**src/verilog/uhirq_cfg.svh**
```systemverilog
// uhirq_cfg.svh: offsets, field positions, reset values and timing counts
// assumes: included by the package and the register block by bare name
`ifndef UHIRQ_CFG_SVH
`define UHIRQ_CFG_SVH

// ----------------------------------------
// register byte offsets
// ----------------------------------------
`define UHIRQ_OFF_STATUS     12'h404
`define UHIRQ_OFF_CLEAR      12'h408
`define UHIRQ_OFF_FORCE      12'h40C
`define UHIRQ_OFF_ENABLE     12'h410
`define UHIRQ_OFF_EN_CLEAR   12'h414
`define UHIRQ_OFF_EN_SET     12'h418
`define UHIRQ_OFF_FRAME      12'h420

// ----------------------------------------
// field layout
// ----------------------------------------
`define UHIRQ_EVT_LSB        0
`define UHIRQ_EVT_W          7
`define UHIRQ_PIPE_LSB       8
`define UHIRQ_DMA_LSB        25
`define UHIRQ_ATTACH_BIT     0
`define UHIRQ_SOF_BIT        5
`define UHIRQ_FIDX_LSB       3
`define UHIRQ_FIDX_W         11
`define UHIRQ_FLEN_LSB       16
`define UHIRQ_FLEN_W         8

// ----------------------------------------
// reset values and frame timing
// ----------------------------------------
`define UHIRQ_RST_WORD       32'h00000000
`define UHIRQ_FRAME_TICKS    14'd12000
`define UHIRQ_TICK_HZ        12000000
`define UHIRQ_CLK_HZ         50000000

`endif

```
**src/verilog/uhirq_pkg.sv**
```systemverilog
// uhirq_pkg.sv: types shared by the host interrupt register block
// assumes: the cfg header sits on the include path
package uhirq_pkg;
    `include "uhirq_cfg.svh"
    // ----------------------------------------
    // bus transfer encodings
    // ----------------------------------------
    typedef enum logic [1:0] {
        UHIRQ_IDLE   = 2'h0,
        UHIRQ_BUSY   = 2'h1,
        UHIRQ_NONSEQ = 2'h2,
        UHIRQ_SEQ    = 2'h3
    } uhirq_trans_t;
    typedef logic [31:0] uhirq_word_t;
endpackage

```
**src/verilog/uhirq_regs.sv**
```systemverilog
// uhirq_regs.sv: host interrupt flags, enables and frame number register
// assumes: one AHB-Lite master, event pulses synchronous to hclk
`timescale 1ns/1ns
`default_nettype none
`include "uhirq_cfg.svh"

// Function
// attach event raises attach flag
// only attach-clear write drops attach flag
// clear register drops flags written one; the code drops only event flags 0..6
// force register sets flags incl. dma
// dma enables set/clear by written ones
// pipe enables set/clear, gate pipe flags
// wake-up enable set/clear by ones
// frame-start enable set/clear by ones
// resume-received enable set/clear by ones
// resume-sent enable set/clear by ones
// reset-sent enable set/clear by ones
// detach enable set/clear by ones
// attach enable, enable register read-only
// enable-clear register clears enables
// enable-set register sets enables
// irq when flag and enable both one
// frame index readable and writable
// frame length high from 14-bit counter
// write-only registers read zero
// frame register field positions
module uhirq_regs #(
    parameter int NUM_PIPES = 7,                 // pipe flags 0..6
    parameter int NUM_DMA   = 6                  // dma flags 1..6
) (
    // clock and reset
    input  wire logic                  hclk,
    input  wire logic                  hresetn,
    // ahb-lite slave
    input  wire logic                  hsel,
    input  wire logic [11:0]           haddr,
    input  wire uhirq_pkg::uhirq_trans_t htrans,
    input  wire logic                  hwrite,
    input  wire logic [2:0]            hsize,
    input  wire logic                  hready,
    input  wire logic [31:0]           hwdata,
    output logic [31:0]                hrdata,
    output logic                       hreadyout,
    output logic                       hresp,
    // event pulses from the host core
    input  wire logic [6:0]            evt_pulse,
    input  wire logic [NUM_PIPES-1:0]  pipe_evt,
    input  wire logic [NUM_DMA-1:0]    dma_evt,
    // interrupt request and status view
    output logic                       usb_irq,
    output logic [31:0]                host_irq_status
);
    import uhirq_pkg::*;

    // ----------------------------------------
    // parameter checks
    // ----------------------------------------
    // refused at elaboration: the status word has room for 7 pipes and 6 channels only
    if (NUM_PIPES < 1 || NUM_PIPES > 7 || NUM_DMA < 1 || NUM_DMA > 6) begin : g_bad_count
        $error("uhirq_regs: unsupported pipe or dma count");
    end

    localparam logic [31:0] PIPE_MASK = ((32'h1 << NUM_PIPES) - 32'h1) << `UHIRQ_PIPE_LSB;
    localparam logic [31:0] DMA_MASK  = ((32'h1 << NUM_DMA) - 32'h1) << `UHIRQ_DMA_LSB;
    localparam logic [31:0] EVT_MASK  = 32'h0000007F;
    localparam logic [31:0] FLAG_MASK = EVT_MASK | PIPE_MASK | DMA_MASK;
    // pipe flags follow their sources only, so the force register cannot reach them
    localparam logic [31:0] FRC_MASK  = EVT_MASK | DMA_MASK;
    // 12 MHz tick from 50 MHz by phase accumulator, exact on average
    localparam logic [25:0] TICK_STEP = 26'(`UHIRQ_TICK_HZ / 4000);
    localparam logic [25:0] TICK_WRAP = 26'(`UHIRQ_CLK_HZ / 4000);

    // ----------------------------------------
    // bus address phase capture
    // ----------------------------------------
    // reads answer from the address phase, so only writes use the latched address
    logic        dp_wr;          // write data phase pending
    logic [11:0] dp_addr;        // latched address

    // every transfer answers in zero wait states, always okay
    assign hreadyout = 1'b1;
    assign hresp     = 1'b0;

    // latch write address phase for the following data phase
    always_ff @(posedge hclk or negedge hresetn) begin
        if (!hresetn) begin
            dp_wr   <= 1'b0;
            dp_addr <= 12'h000;
        end else if (hready) begin
            dp_wr   <= hsel && htrans[1] && hwrite;
            dp_addr <= haddr;
        end
    end

    // one-cycle write strobes, decoded once per register
    // gated by hready so a stretched data phase would still act only once
    function automatic logic wr_hit(input logic [11:0] off);
        return dp_wr && hready && (dp_addr == off);
    endfunction

    logic [31:0] clr_w, frc_w, enc_w, ens_w;
    assign clr_w = wr_hit(`UHIRQ_OFF_CLEAR)    ? (hwdata & EVT_MASK)  : 32'h00000000;
    assign frc_w = wr_hit(`UHIRQ_OFF_FORCE)    ? (hwdata & FRC_MASK)  : 32'h00000000;
    assign enc_w = wr_hit(`UHIRQ_OFF_EN_CLEAR) ? (hwdata & FLAG_MASK) : 32'h00000000;
    assign ens_w = wr_hit(`UHIRQ_OFF_EN_SET)   ? (hwdata & FLAG_MASK) : 32'h00000000;

    // ----------------------------------------
    // status flags
    // ----------------------------------------
    // core pulses land in their status positions, unmapped bits are dropped
    logic [31:0] hw_set;         // hardware event vector
    assign hw_set = ((32'(evt_pulse)) | (32'(pipe_evt) << `UHIRQ_PIPE_LSB)
                    | (32'(dma_evt) << `UHIRQ_DMA_LSB)) & FLAG_MASK;

    // set wins over clear so no event is lost; pipe and dma flags follow
    // their own sources and are not cleared through the clear register
    always_ff @(posedge hclk or negedge hresetn) begin
        if (!hresetn)
            host_irq_status <= `UHIRQ_RST_WORD;
        else
            host_irq_status <= (host_irq_status & ~clr_w) | hw_set | frc_w;
    end

    // ----------------------------------------
    // enable register
    // ----------------------------------------
    // changed only through the set and clear registers, never written directly
    logic [31:0] irq_enable;     // software view, read-only

    // set wins if one write could carry both; writes are separate registers
    always_ff @(posedge hclk or negedge hresetn) begin
        if (!hresetn)
            irq_enable <= `UHIRQ_RST_WORD;
        else
            irq_enable <= (irq_enable & ~enc_w) | ens_w;
    end

    // ----------------------------------------
    // interrupt request
    // ----------------------------------------
    // registered so the line never glitches; costs one cycle of latency
    always_ff @(posedge hclk or negedge hresetn) begin
        if (!hresetn)
            usb_irq <= 1'b0;
        else
            usb_irq <= |(host_irq_status & irq_enable);
    end

    // ----------------------------------------
    // frame counter and index
    // ----------------------------------------
    logic [25:0] tick_acc;       // 12 MHz phase accumulator
    logic        tick;           // one-cycle 12 MHz enable
    logic [13:0] frame_cnt;      // 12000-step frame counter
    logic [10:0] frame_index;    // current frame number
    logic        sof_pulse;      // frame start

    // combinational tick keeps accumulator and frame counter on the same edge
    assign tick = (tick_acc + TICK_STEP) >= TICK_WRAP;
    assign sof_pulse = tick && (frame_cnt == `UHIRQ_FRAME_TICKS - 14'd1);

    // fractional divider keeps the average rate exact
    always_ff @(posedge hclk or negedge hresetn) begin
        if (!hresetn)
            tick_acc <= 26'h0000000;
        else if (tick)
            tick_acc <= tick_acc + TICK_STEP - TICK_WRAP;
        else
            tick_acc <= tick_acc + TICK_STEP;
    end

    // frame length counter, wraps every 1 ms
    always_ff @(posedge hclk or negedge hresetn) begin
        if (!hresetn)
            frame_cnt <= 14'h0000;
        else if (sof_pulse)
            frame_cnt <= 14'h0000;
        else if (tick)
            frame_cnt <= frame_cnt + 14'd1;
    end

    // frame index: software write wins over the increment
    // the 11-bit index wraps after 2048 frames, like the field it feeds
    always_ff @(posedge hclk or negedge hresetn) begin
        if (!hresetn)
            frame_index <= 11'h000;
        else if (wr_hit(`UHIRQ_OFF_FRAME))
            frame_index <= hwdata[`UHIRQ_FIDX_LSB +: `UHIRQ_FIDX_W];
        else if (sof_pulse)
            frame_index <= frame_index + 11'd1;
    end

    // ----------------------------------------
    // read mux
    // ----------------------------------------
    logic [31:0] frame_word;
    assign frame_word = {8'h00, frame_cnt[13:6], 2'b00, frame_index, 3'b000};

    // registered read data, captured at the address phase
    // limitation: a read issued during a write's data phase sees the older value
    always_ff @(posedge hclk or negedge hresetn) begin
        if (!hresetn)
            hrdata <= 32'h00000000;
        else if (hready && hsel && htrans[1] && !hwrite) begin
            unique case (haddr)
                `UHIRQ_OFF_STATUS: hrdata <= host_irq_status;
                `UHIRQ_OFF_ENABLE: hrdata <= irq_enable;
                `UHIRQ_OFF_FRAME:  hrdata <= frame_word;
                default:           hrdata <= 32'h00000000;
            endcase
        end
    end

    // ----------------------------------------
    // checks
    // ----------------------------------------
    property p_attach_set;
        @(posedge hclk) disable iff (!hresetn)
        evt_pulse[0] |=> host_irq_status[0];
    endproperty
    a_attach_set: assert property (p_attach_set) else $error("attach flag not raised");

    property p_attach_hold;
        @(posedge hclk) disable iff (!hresetn)
        host_irq_status[0] && !clr_w[0] |=> host_irq_status[0];
    endproperty
    a_attach_hold: assert property (p_attach_hold) else $error("attach flag lost");

    property p_clear;
        @(posedge hclk) disable iff (!hresetn)
        clr_w[2] && !hw_set[2] && !frc_w[2] |=> !host_irq_status[2];
    endproperty
    a_clear: assert property (p_clear) else $error("flag clear failed");

    property p_force;
        @(posedge hclk) disable iff (!hresetn)
        frc_w[`UHIRQ_DMA_LSB] |=> host_irq_status[`UHIRQ_DMA_LSB];
    endproperty
    a_force: assert property (p_force) else $error("dma flag force failed");

    property p_en_set;
        @(posedge hclk) disable iff (!hresetn)
        ens_w[`UHIRQ_PIPE_LSB] |=> irq_enable[`UHIRQ_PIPE_LSB];
    endproperty
    a_en_set: assert property (p_en_set) else $error("enable set failed");

    property p_en_clr;
        @(posedge hclk) disable iff (!hresetn)
        enc_w[`UHIRQ_SOF_BIT] && !ens_w[`UHIRQ_SOF_BIT] |=> !irq_enable[`UHIRQ_SOF_BIT];
    endproperty
    a_en_clr: assert property (p_en_clr) else $error("enable clear failed");

    property p_irq;
        @(posedge hclk) disable iff (!hresetn)
        ##1 usb_irq == |($past(host_irq_status) & $past(irq_enable));
    endproperty
    a_irq: assert property (p_irq) else $error("irq does not follow flags");

    property p_wo_read;
        @(posedge hclk) disable iff (!hresetn)
        hready && hsel && htrans[1] && !hwrite && haddr == `UHIRQ_OFF_EN_SET |=> hrdata == 32'h00000000;
    endproperty
    a_wo_read: assert property (p_wo_read) else $error("write-only read nonzero");

    property p_fidx_write;
        @(posedge hclk) disable iff (!hresetn)
        dp_wr && hready && dp_addr == `UHIRQ_OFF_FRAME |=> frame_index == $past(hwdata[13:3]);
    endproperty
    a_fidx_write: assert property (p_fidx_write) else $error("frame index write lost");

    property p_frame_bound;
        @(posedge hclk) disable iff (!hresetn)
        frame_cnt < `UHIRQ_FRAME_TICKS;
    endproperty
    a_frame_bound: assert property (p_frame_bound) else $error("frame counter overrun");

    property p_layout;
        @(posedge hclk) disable iff (!hresetn)
        hready && hsel && htrans[1] && !hwrite && haddr == `UHIRQ_OFF_FRAME |=>
            hrdata[2:0] == 3'b000 && hrdata[15:14] == 2'b00 && hrdata[31:24] == 8'h00;
    endproperty
    a_layout: assert property (p_layout) else $error("frame reserved bits set");

    // every event must show in the flags one cycle on
    property p_set_all;
        @(posedge hclk) disable iff (!hresetn)
        hw_set != 32'h00000000 |=> (host_irq_status & $past(hw_set)) == $past(hw_set);
    endproperty
    a_set_all: assert property (p_set_all) else $error("event flag not raised");

    property p_attach_clr;
        @(posedge hclk) disable iff (!hresetn)
        clr_w[`UHIRQ_ATTACH_BIT] && !hw_set[`UHIRQ_ATTACH_BIT] |=> !host_irq_status[`UHIRQ_ATTACH_BIT];
    endproperty
    a_attach_clr: assert property (p_attach_clr) else $error("attach flag not cleared");

    property p_no_drop;
        @(posedge hclk) disable iff (!hresetn)
        1'b1 |=> ($past(host_irq_status) & ~$past(clr_w) & ~host_irq_status) == 32'h00000000;
    endproperty
    a_no_drop: assert property (p_no_drop) else $error("flag dropped without clear");

    property p_force_all;
        @(posedge hclk) disable iff (!hresetn)
        frc_w != 32'h00000000 |=> (host_irq_status & $past(frc_w)) == $past(frc_w);
    endproperty
    a_force_all: assert property (p_force_all) else $error("forced flag not set");

    property p_force_pipe;
        @(posedge hclk) disable iff (!hresetn)
        dp_wr && hready && dp_addr == `UHIRQ_OFF_FORCE && hw_set == 32'h00000000 |=>
            (host_irq_status & PIPE_MASK) == ($past(host_irq_status) & PIPE_MASK);
    endproperty
    a_force_pipe: assert property (p_force_pipe) else $error("force reached pipe flags");

    property p_dma_en;
        @(posedge hclk) disable iff (!hresetn)
        ens_w[`UHIRQ_DMA_LSB] |=> irq_enable[`UHIRQ_DMA_LSB];
    endproperty
    a_dma_en: assert property (p_dma_en) else $error("dma enable not set");

    property p_pipe_gate;
        @(posedge hclk) disable iff (!hresetn)
        host_irq_status[`UHIRQ_PIPE_LSB] && irq_enable[`UHIRQ_PIPE_LSB] |=> usb_irq;
    endproperty
    a_pipe_gate: assert property (p_pipe_gate) else $error("enabled pipe flag gave no irq");

    property p_en_keep;
        @(posedge hclk) disable iff (!hresetn)
        1'b1 |=> ((irq_enable ^ $past(irq_enable)) & ~($past(enc_w) | $past(ens_w))) == 32'h00000000;
    endproperty
    a_en_keep: assert property (p_en_keep) else $error("enable changed without write");

    property p_en_set_all;
        @(posedge hclk) disable iff (!hresetn)
        ens_w != 32'h00000000 |=> (irq_enable & $past(ens_w)) == $past(ens_w);
    endproperty
    a_en_set_all: assert property (p_en_set_all) else $error("enable bits not set");

    property p_en_clr_all;
        @(posedge hclk) disable iff (!hresetn)
        enc_w != 32'h00000000 && ens_w == 32'h00000000 |=> (irq_enable & $past(enc_w)) == 32'h00000000;
    endproperty
    a_en_clr_all: assert property (p_en_clr_all) else $error("enable bits not cleared");

    property p_irq_low;
        @(posedge hclk) disable iff (!hresetn)
        (host_irq_status & irq_enable) == 32'h00000000 |=> !usb_irq;
    endproperty
    a_irq_low: assert property (p_irq_low) else $error("irq without enabled flag");

    property p_wo_read_all;
        @(posedge hclk) disable iff (!hresetn)
        hready && hsel && htrans[1] && !hwrite &&
            (haddr == `UHIRQ_OFF_CLEAR || haddr == `UHIRQ_OFF_FORCE || haddr == `UHIRQ_OFF_EN_CLEAR)
            |=> hrdata == 32'h00000000;
    endproperty
    a_wo_read_all: assert property (p_wo_read_all) else $error("write-only read nonzero");

    property p_fidx_inc;
        @(posedge hclk) disable iff (!hresetn)
        sof_pulse && !(dp_wr && hready && dp_addr == `UHIRQ_OFF_FRAME) |=>
            frame_index == $past(frame_index) + 11'd1;
    endproperty
    a_fidx_inc: assert property (p_fidx_inc) else $error("frame index did not step");

    property p_sof_wrap;
        @(posedge hclk) disable iff (!hresetn)
        sof_pulse |=> frame_cnt == 14'h0000;
    endproperty
    a_sof_wrap: assert property (p_sof_wrap) else $error("frame counter did not wrap");

    property p_tick_gap;
        @(posedge hclk) disable iff (!hresetn)
        tick |=> !tick;
    endproperty
    a_tick_gap: assert property (p_tick_gap) else $error("12 MHz tick too fast");
endmodule
`default_nettype wire

```
**config.mk**
```make
export PLATFORM = sky130hd
export DESIGN_NAME = uhirq_regs
export DESIGN_NICKNAME = d
export VERILOG_FILES = /design/src/verilog/uhirq_pkg.sv /design/src/verilog/uhirq_regs.sv
export VERILOG_INCLUDE_DIRS = /design/src /design/src/verilog
export SDC_FILE = /design/constraint.sdc
export NUM_CORES = 1
export LEC_CHECK = 0
export BUFFER_PORTS_ARGS = -buffer_cell sky130_fd_sc_hd__buf_2
export CORE_MARGIN = 2
export CORE_UTILIZATION = 50
export DETAILED_ROUTE_END_ITERATION = 7
export PLACE_DENSITY = 0.82
export RECOVER_POWER = 25
export SYNTH_ARGS = -nofsm -noshare
export SYNTH_HDL_FRONTEND = slang
export SYNTH_SLANG_ARGS = --single-unit
export TNS_END_PERCENT = 30
```
**constraint.sdc**
```tcl
create_clock -name hclk -period 3.3 [get_ports hclk]
set_input_delay 0.66 -clock hclk [delete_from_list [all_inputs] [get_ports hclk]]
set_output_delay 0.66 -clock hclk [all_outputs]
set_load 0.01 [all_outputs]
```
==> results of run 1 <==
## sequential cells by signal, summed over array words and instances (netlist names)
| signal | cells |
|---|---|
| tick_acc | 24 |
| frame_cnt | 14 |
| dp_wr | 1 |
| frame_index | 11 |
| irq_enable | 20 |
| dp_addr | 12 |
| host_irq_status | 20 |
| usb_irq | 1 |
| hrdata | 29 |
## cells in the final DEF (no fill, tap or decap), types with 9 or more instances in the layout
master,count
mux2_2,12
a222oi_1,10
inv_1,9
a22oi_1,13
nand2_1,108
nor2_1,38
nor3_1,23
a21oi_1,22
and3_1,9
clkbuf_16,17
xnor2_1,33
dfrtp_1,131
or2_2,10
o21ai_0,43
xor2_1,15
buf_2,107
a22o_1,24
conb_1,17
nand3_1,22
buf_4,26
## power groups by stage
stage	Combinational, mW	Clock [mW]	Sequential, mW
floorplan	0.0536	0	1.67
global placement	0.127	0	1.68
detailed placement	0.129	0	1.68
CTS	0.130	1.86	1.65
global route	0.142	1.94	1.65
finish	0.125	1.83	1.65
## worst max-delay path, delay by kind of cell, from the launching register on
kind,cells,cell delay [ns]
XOR/XNOR,1,0.15
buffers and inverters,1,0.17
flip-flops,1,0.43
AND/OR/NAND/NOR,5,1.63
AO/OA/AOI/OAI,3,0.71
## what timing repair did
action                     CTS  global route
hold endpoints to repair     0             0
setup endpoints to repair    0            31
gates resized for setup      0             5
setup buffers                0             3
## worst max-delay path by stage
stage,cells after the start,to,slack (ns),startpoint
3_3_place_gp,11,tick_acc[19],0.14,tick_acc[4]
3_5_place_dp,11,tick_acc[19],0.03,tick_acc[4]
2_1_floorplan,14,tick_acc[19],0.04,tick_acc[3]
6_report,10,tick_acc[19],0.08,tick_acc[4]
5_1_grt,10,tick_acc[19],-0.05,tick_acc[4]
4_1_cts,11,tick_acc[19],0.02,tick_acc[4]
## kinds of logic after synthesis
| family | Yosys count | synth area share, % |
|---|---|---|
| AND/OR/NAND/NOR | 264 | 19.1 |
| AO/OA/AOI/OAI | 167 | 18.0 |
| flip-flops | 132 | 48.1 |
| buffers and inverters | 64 | 4.90 |
| XOR/XNOR | 49 | 6.35 |
| multiplexers | 15 | 2.40 |
| adder cells (fa/ha/maj) | 6 | 1.09 |
| other | 2 | 0.109 |
## per-stage QoR
stage | instances | util, % | hold WS (ns)
after floorplan | 714 | - | 0.364
after global placement | 970 | 57.4 | 0.458
after detailed placement | 970 | 57.4 | 0.467
after CTS | 1002 | 61.8 | 0.322
after global routing | 1005 | 62.0 | 0.409
final | 1005 | 62.0 | 0.425
## final cells by class
class                   count  area share (%)
multi-input cells         518            40.5
flip-flops and latches    132            40.0
repair buffers            138            9.49
clock buffers              18            5.31
well taps                 176            2.66
clock inverters            14            1.69
inverters                   9           0.408
## routing by layer
| metal | vias to the layer above | share of wire [%] | GRT usage [%] |
|---|---|---|---|
| met4 | 0 | 2.1 | 9.48 |
| met2 | 230 | 48 | 37.4 |
| met1 | 2834 | 43 | 32.0 |
| met5 | - | 0 | 0 |
| met3 | 36 | 6.4 | 5.45 |
| li1 | 2756 | - | - |
==> flow_summary.ini, run 1 <==
[synth]
synth-edff-count = 0
syn_inst = 699
synth_area_um2 = 6870
netlist.area_leader.share_pct = 48.1
ys_seq_elements = 132
ys_top_cells_by_area = dfrtp_1 48%, nand2_1 5.9%, xnor2_1 4.2%, o21ai_0 3.2%, a22o_1 3.1%
synth-main-ff-cell = dfrtp_1
ys_warn_count = 0
synth_commonest_cells = 132 x dfrtp_1, 108 x nand2_1, 44 x o21ai_0, 38 x nor2_1, 33 x xnor2_1
synth.most_common_cell = dfrtp_1
seq_area_frac_synth_pct = 48.1
yosysTopAreaCell = dfrtp_1
synth_cell_types = 69
async_flop_share_pct = 100
syn_avg_cell_area_um2 = 9.83

[placement]
gp_congestion = 0.885
dp.final_hpwl_um = 11600
dp_slack_ns = 0.0347
placed_area_um2 = 7670
io_buffers = 108

[global_routing]
grt_pass1_vias = 5600
grt_pass1_wl_um = 27600
grt_overflow = 0
antenna_found_initial = 0
grt.total_usage_pct = 23.8
grt_max_degree = 60

[cells_and_area]
multi_input_area_um2 = 3350
nNetsFinal = 896
design_area_um2 = 8270
layout-drive-gt1-share_pct = 26.2
regArea_um2 = 3300
syn_to_final_growth_pct = 20.3
antennaDiodeCount = 0
fill_cells = 1098

[power]
p_sw_share_pct = 23.5
peakVddDrop_mv = 0.401
p_clk_share_pct = 50.8
pwr-share-comb_pct = 3.5
power.total_mw = 3.60
power_frac_seq_pct = 45.7
p_int_mw = 2.76
leakage_nw = 3.63
p_sw_mw = 0.846
p_per_area_nw_per_um2 = 436

[clock_tree]
cts_buffers = 17
cts_tree = done
hold_buffers = 0
root_buffer = clkbuf_16
clkTransAtPathRegs_ns = 0.06
clk_path_buf_depth = 2
clock_sinks = 132
htreeDepth = 4
insertion_delay_ns = 0.42

[setup_path]
endpoint_kind = register
r2r_cells = 10
r2r_setup_slack_ns = 0.08
reg2reg_from = tick_acc[4]
reg2reg_to = tick_acc[19]
max_stage_delay_ns = 0.54
crit_slowest_cell = or4_4
critPathKind = reg2reg
worst_setup_path_start_kind = register
required_ns = 3.59
path_cells = buf_4 -> or3_1 -> a31oi_1 -> a21oi_1 -> a211oi_1 -> and4bb_1 -> and2_4 -> or4_4 -> nand3b_1 -> xor2_1
crit_arrival_ns = 3.51
path_max_fanout = 5

[sta]
tightest_slew_ns = 1.42
period_share_pct = 97.4
period_minus_slack_ns = 3.22
final.setup.worst_slack_ns = 0.0847
fin_setup_tns_ns = 0
finalMaxSlewViolations = 0
report.final.hold_viol_count = 0
skew_ns = 0.00910
relSlewSlack_pct = 5.29
setup_violations = 0
max_freq_mhz = 311

[min_path]
min_from = pipe_evt[1]
hold_path.class = in2reg
hold_end = host_irq_status[9]
worstHoldPathCells = 2

[floorplan]
fp-row-count = 42
core_area_um2 = 13300
die_h_um = 121
die_x_um = 121
pin_count = 141
die_area_um2 = 14700
initial_utilization_pct = 51.5

[route]
drt-pass1-iter-count = 5
wl_um = 16700
vias = 5856
vias_per_cell = 5.83
drt_iter0_drc = 465
drc = 0
ant_nets = 0
wl_per_cell_um = 16.7

[run]
max_cap_violations = 0

[status]
status = finished clean
No activity file was read; power rests on OpenSTA's default activity.
==> run 2: changes to the inputs <==
- ABC_CLOCK_PERIOD_IN_PS: default -> 3300
- MAX_ROUTING_LAYER: default -> met4
- PLACE_DENSITY: 0.82 -> 0.78
==> flow_summary.ini, run 2 (same netlist as run 1, synthesis figures left out) <==
[power]
p_sw_share_pct = 24.4
p_per_area_nw_per_um2 = 440
peakVddDrop_mv = 0.373
p_clk_share_pct = 51.3
p_int_mw = 2.75
pwr-share-comb_pct = 3.5
power_frac_seq_pct = 45.3
leakage_nw = 3.63
p_sw_mw = 0.887

[cells_and_area]
layout-drive-gt1-share_pct = 26.1
antennaDiodeCount = 0
most-common-layout-cells = 131 x dfrtp_1, 107 x nand2_1, 107 x buf_2
final_common_cell = dfrtp_1
design_area_um2 = 8270
syn_to_final_growth_pct = 20.3
nNetsFinal = 894
fill_cells = 1121
max_flop_register = hrdata
largest_reg_flops = 29
reg.largest.list = hrdata: 29 flops, tick_acc: 24 flops

[clock_tree]
clk_path_buf_depth = 2
root_buffer = clkbuf_16
htreeDepth = 4
post_cts.repair.setup_buffers = 0
cts_tree = done
clock_sinks = 132
cts_buffers = 17
hold_buffers = 0
clkTransAtPathRegs_ns = 0.06
insertion_delay_ns = 0.43

[route]
wl_um = 16500
drc = 0
drt_iter0_drc = 625
wl_per_cell_um = 16.4
vias = 5780
drt-pass1-iter-count = 6
vias_per_cell = 5.76
ant_nets = 0

[global_routing]
grt_overflow = 0
grt_pass1_wl_um = 27300
grt_pass1_vias = 5611
grt.total_usage_pct = 24.3
antenna_found_initial = 0
grt_max_degree = 53

[min_path]
hold_path.class = in2reg

[floorplan]
pin_count = 141
initial_utilization_pct = 51.5
core_area_um2 = 13300
die_area_um2 = 14700
die_x_um = 121
fp-row-count = 42
die_h_um = 121

[placement]
placed_area_um2 = 7660
dp.final_hpwl_um = 11300
io_buffers = 108
gp_congestion = 0.915

[setup_path]
r2r_setup_slack_ns = 0.16
crit_start = tick_acc[5]
reg2reg_to = tick_acc[19]
cp_top_family = simple AND/OR/NAND/NOR gates
endpoint_kind = register
path_max_fanout = 9
critPathKind = reg2reg
crit_arrival_ns = 3.44
r2r_cells = 9
required_ns = 3.59
endpoint = tick_acc[19]
reg2reg_from = tick_acc[5]
max_stage_delay_ns = 0.53
crit_slowest_cell = or4_4
crit_buf_inv = 0
path_cells = o311ai_4 -> nand3_2 -> or4b_4 -> a32oi_2 -> a2111oi_2 -> and2_4 -> or4_4 -> nand3b_1 -> xor2_1
worst_setup_path_start_kind = register
critical_path_depth = 9

[status]
status = finished clean

[sta]
rsz0062_at_grt = false
fin_hold_ws_ns = 0.417
report.final.hold_viol_count = 0
period_share_pct = 95.2
skew_ns = 0.0188
finalMaxSlewViolations = 0
setup_violations = 0
max_freq_mhz = 318
relSlewSlack_pct = 14.2
tightest_slew_ns = 1.29
fin_setup_tns_ns = 0
period_minus_slack_ns = 3.14

[run]
max_cap_violations = 0
-- run 2: worst min-delay path by stage --
stage,end,cells after the start,from
2_1_floorplan,dp_addr[0],0,hresetn
3_3_place_gp,hrdata[14],2,hrdata[14]
3_5_place_dp,hrdata[25],2,hrdata[25]
4_1_cts,dp_wr,1,hresetn
5_1_grt,host_irq_status[10],2,pipe_evt[2]
6_report,host_irq_status[12],2,pipe_evt[4]
-- run 2: per-stage QoR --
stage / util, % / std cells / power [mW] / setup WS, ns
2_1_floorplan: - / 714 / 1.73 / 0.0379
3_3_place_gp: 57.4 / 971 / 1.80 / 0.193
3_5_place_dp: 57.4 / 971 / 1.81 / 0.131
4_1_cts: 61.8 / 1003 / 3.68 / 0.108
5_1_grt: 62.0 / 1003 / 3.77 / 0.00620
6_report: 62.0 / 1003 / 3.64 / 0.158
-- run 2: per-layer routing --
metal  vias up  wire length [um]  global-route usage [%]
li1       2751                 -                       -
met1      2781              7510                    33.0
met2       212              7670                    36.4
met3        36               930                    5.31
met4         0               370                    8.76
met5         -                 0                       -
-- run 2: layout make-up --
type                            instances  area [um2]  share of cell area (%)
Clock buffer                           17         425                    5.14
Clock inverter                         15         160                    1.94
Inverter                                9        33.8                   0.408
Multi-Input combinational cell        518        3360                    40.6
Sequential cell                       132        3300                    39.9
Tap cell                              176         220                    2.66
Timing Repair Buffer                  136         768                    9.29
-- run 2: what timing repair did --
action | 4_1_cts | 5_1_grt
hold endpoints to repair | 0 | 0
gates resized for setup | 0 | 6
setup endpoints to repair | 0 | 22
-- run 2: worst reg2reg max path, stage by stage, from the launching register on --
cell and delay (ns):
dfrtp_1 0.50, o311ai_4 0.46, nand3_2 0.16, or4b_4 0.52, a32oi_2 0.24, a2111oi_2 0.08, and2_4 0.19, or4_4 0.53
nand3b_1 0.20, xor2_1 0.15
-- run 2: power by group through the flow --
stage	Combinational (mW)	Sequential, mW	Clock (mW)
detailed placement	0.129	1.68	0
finish	0.126	1.65	1.87
CTS	0.130	1.65	1.90
global placement	0.128	1.68	0
floorplan	0.0536	1.67	0
global route	0.143	1.65	1.98
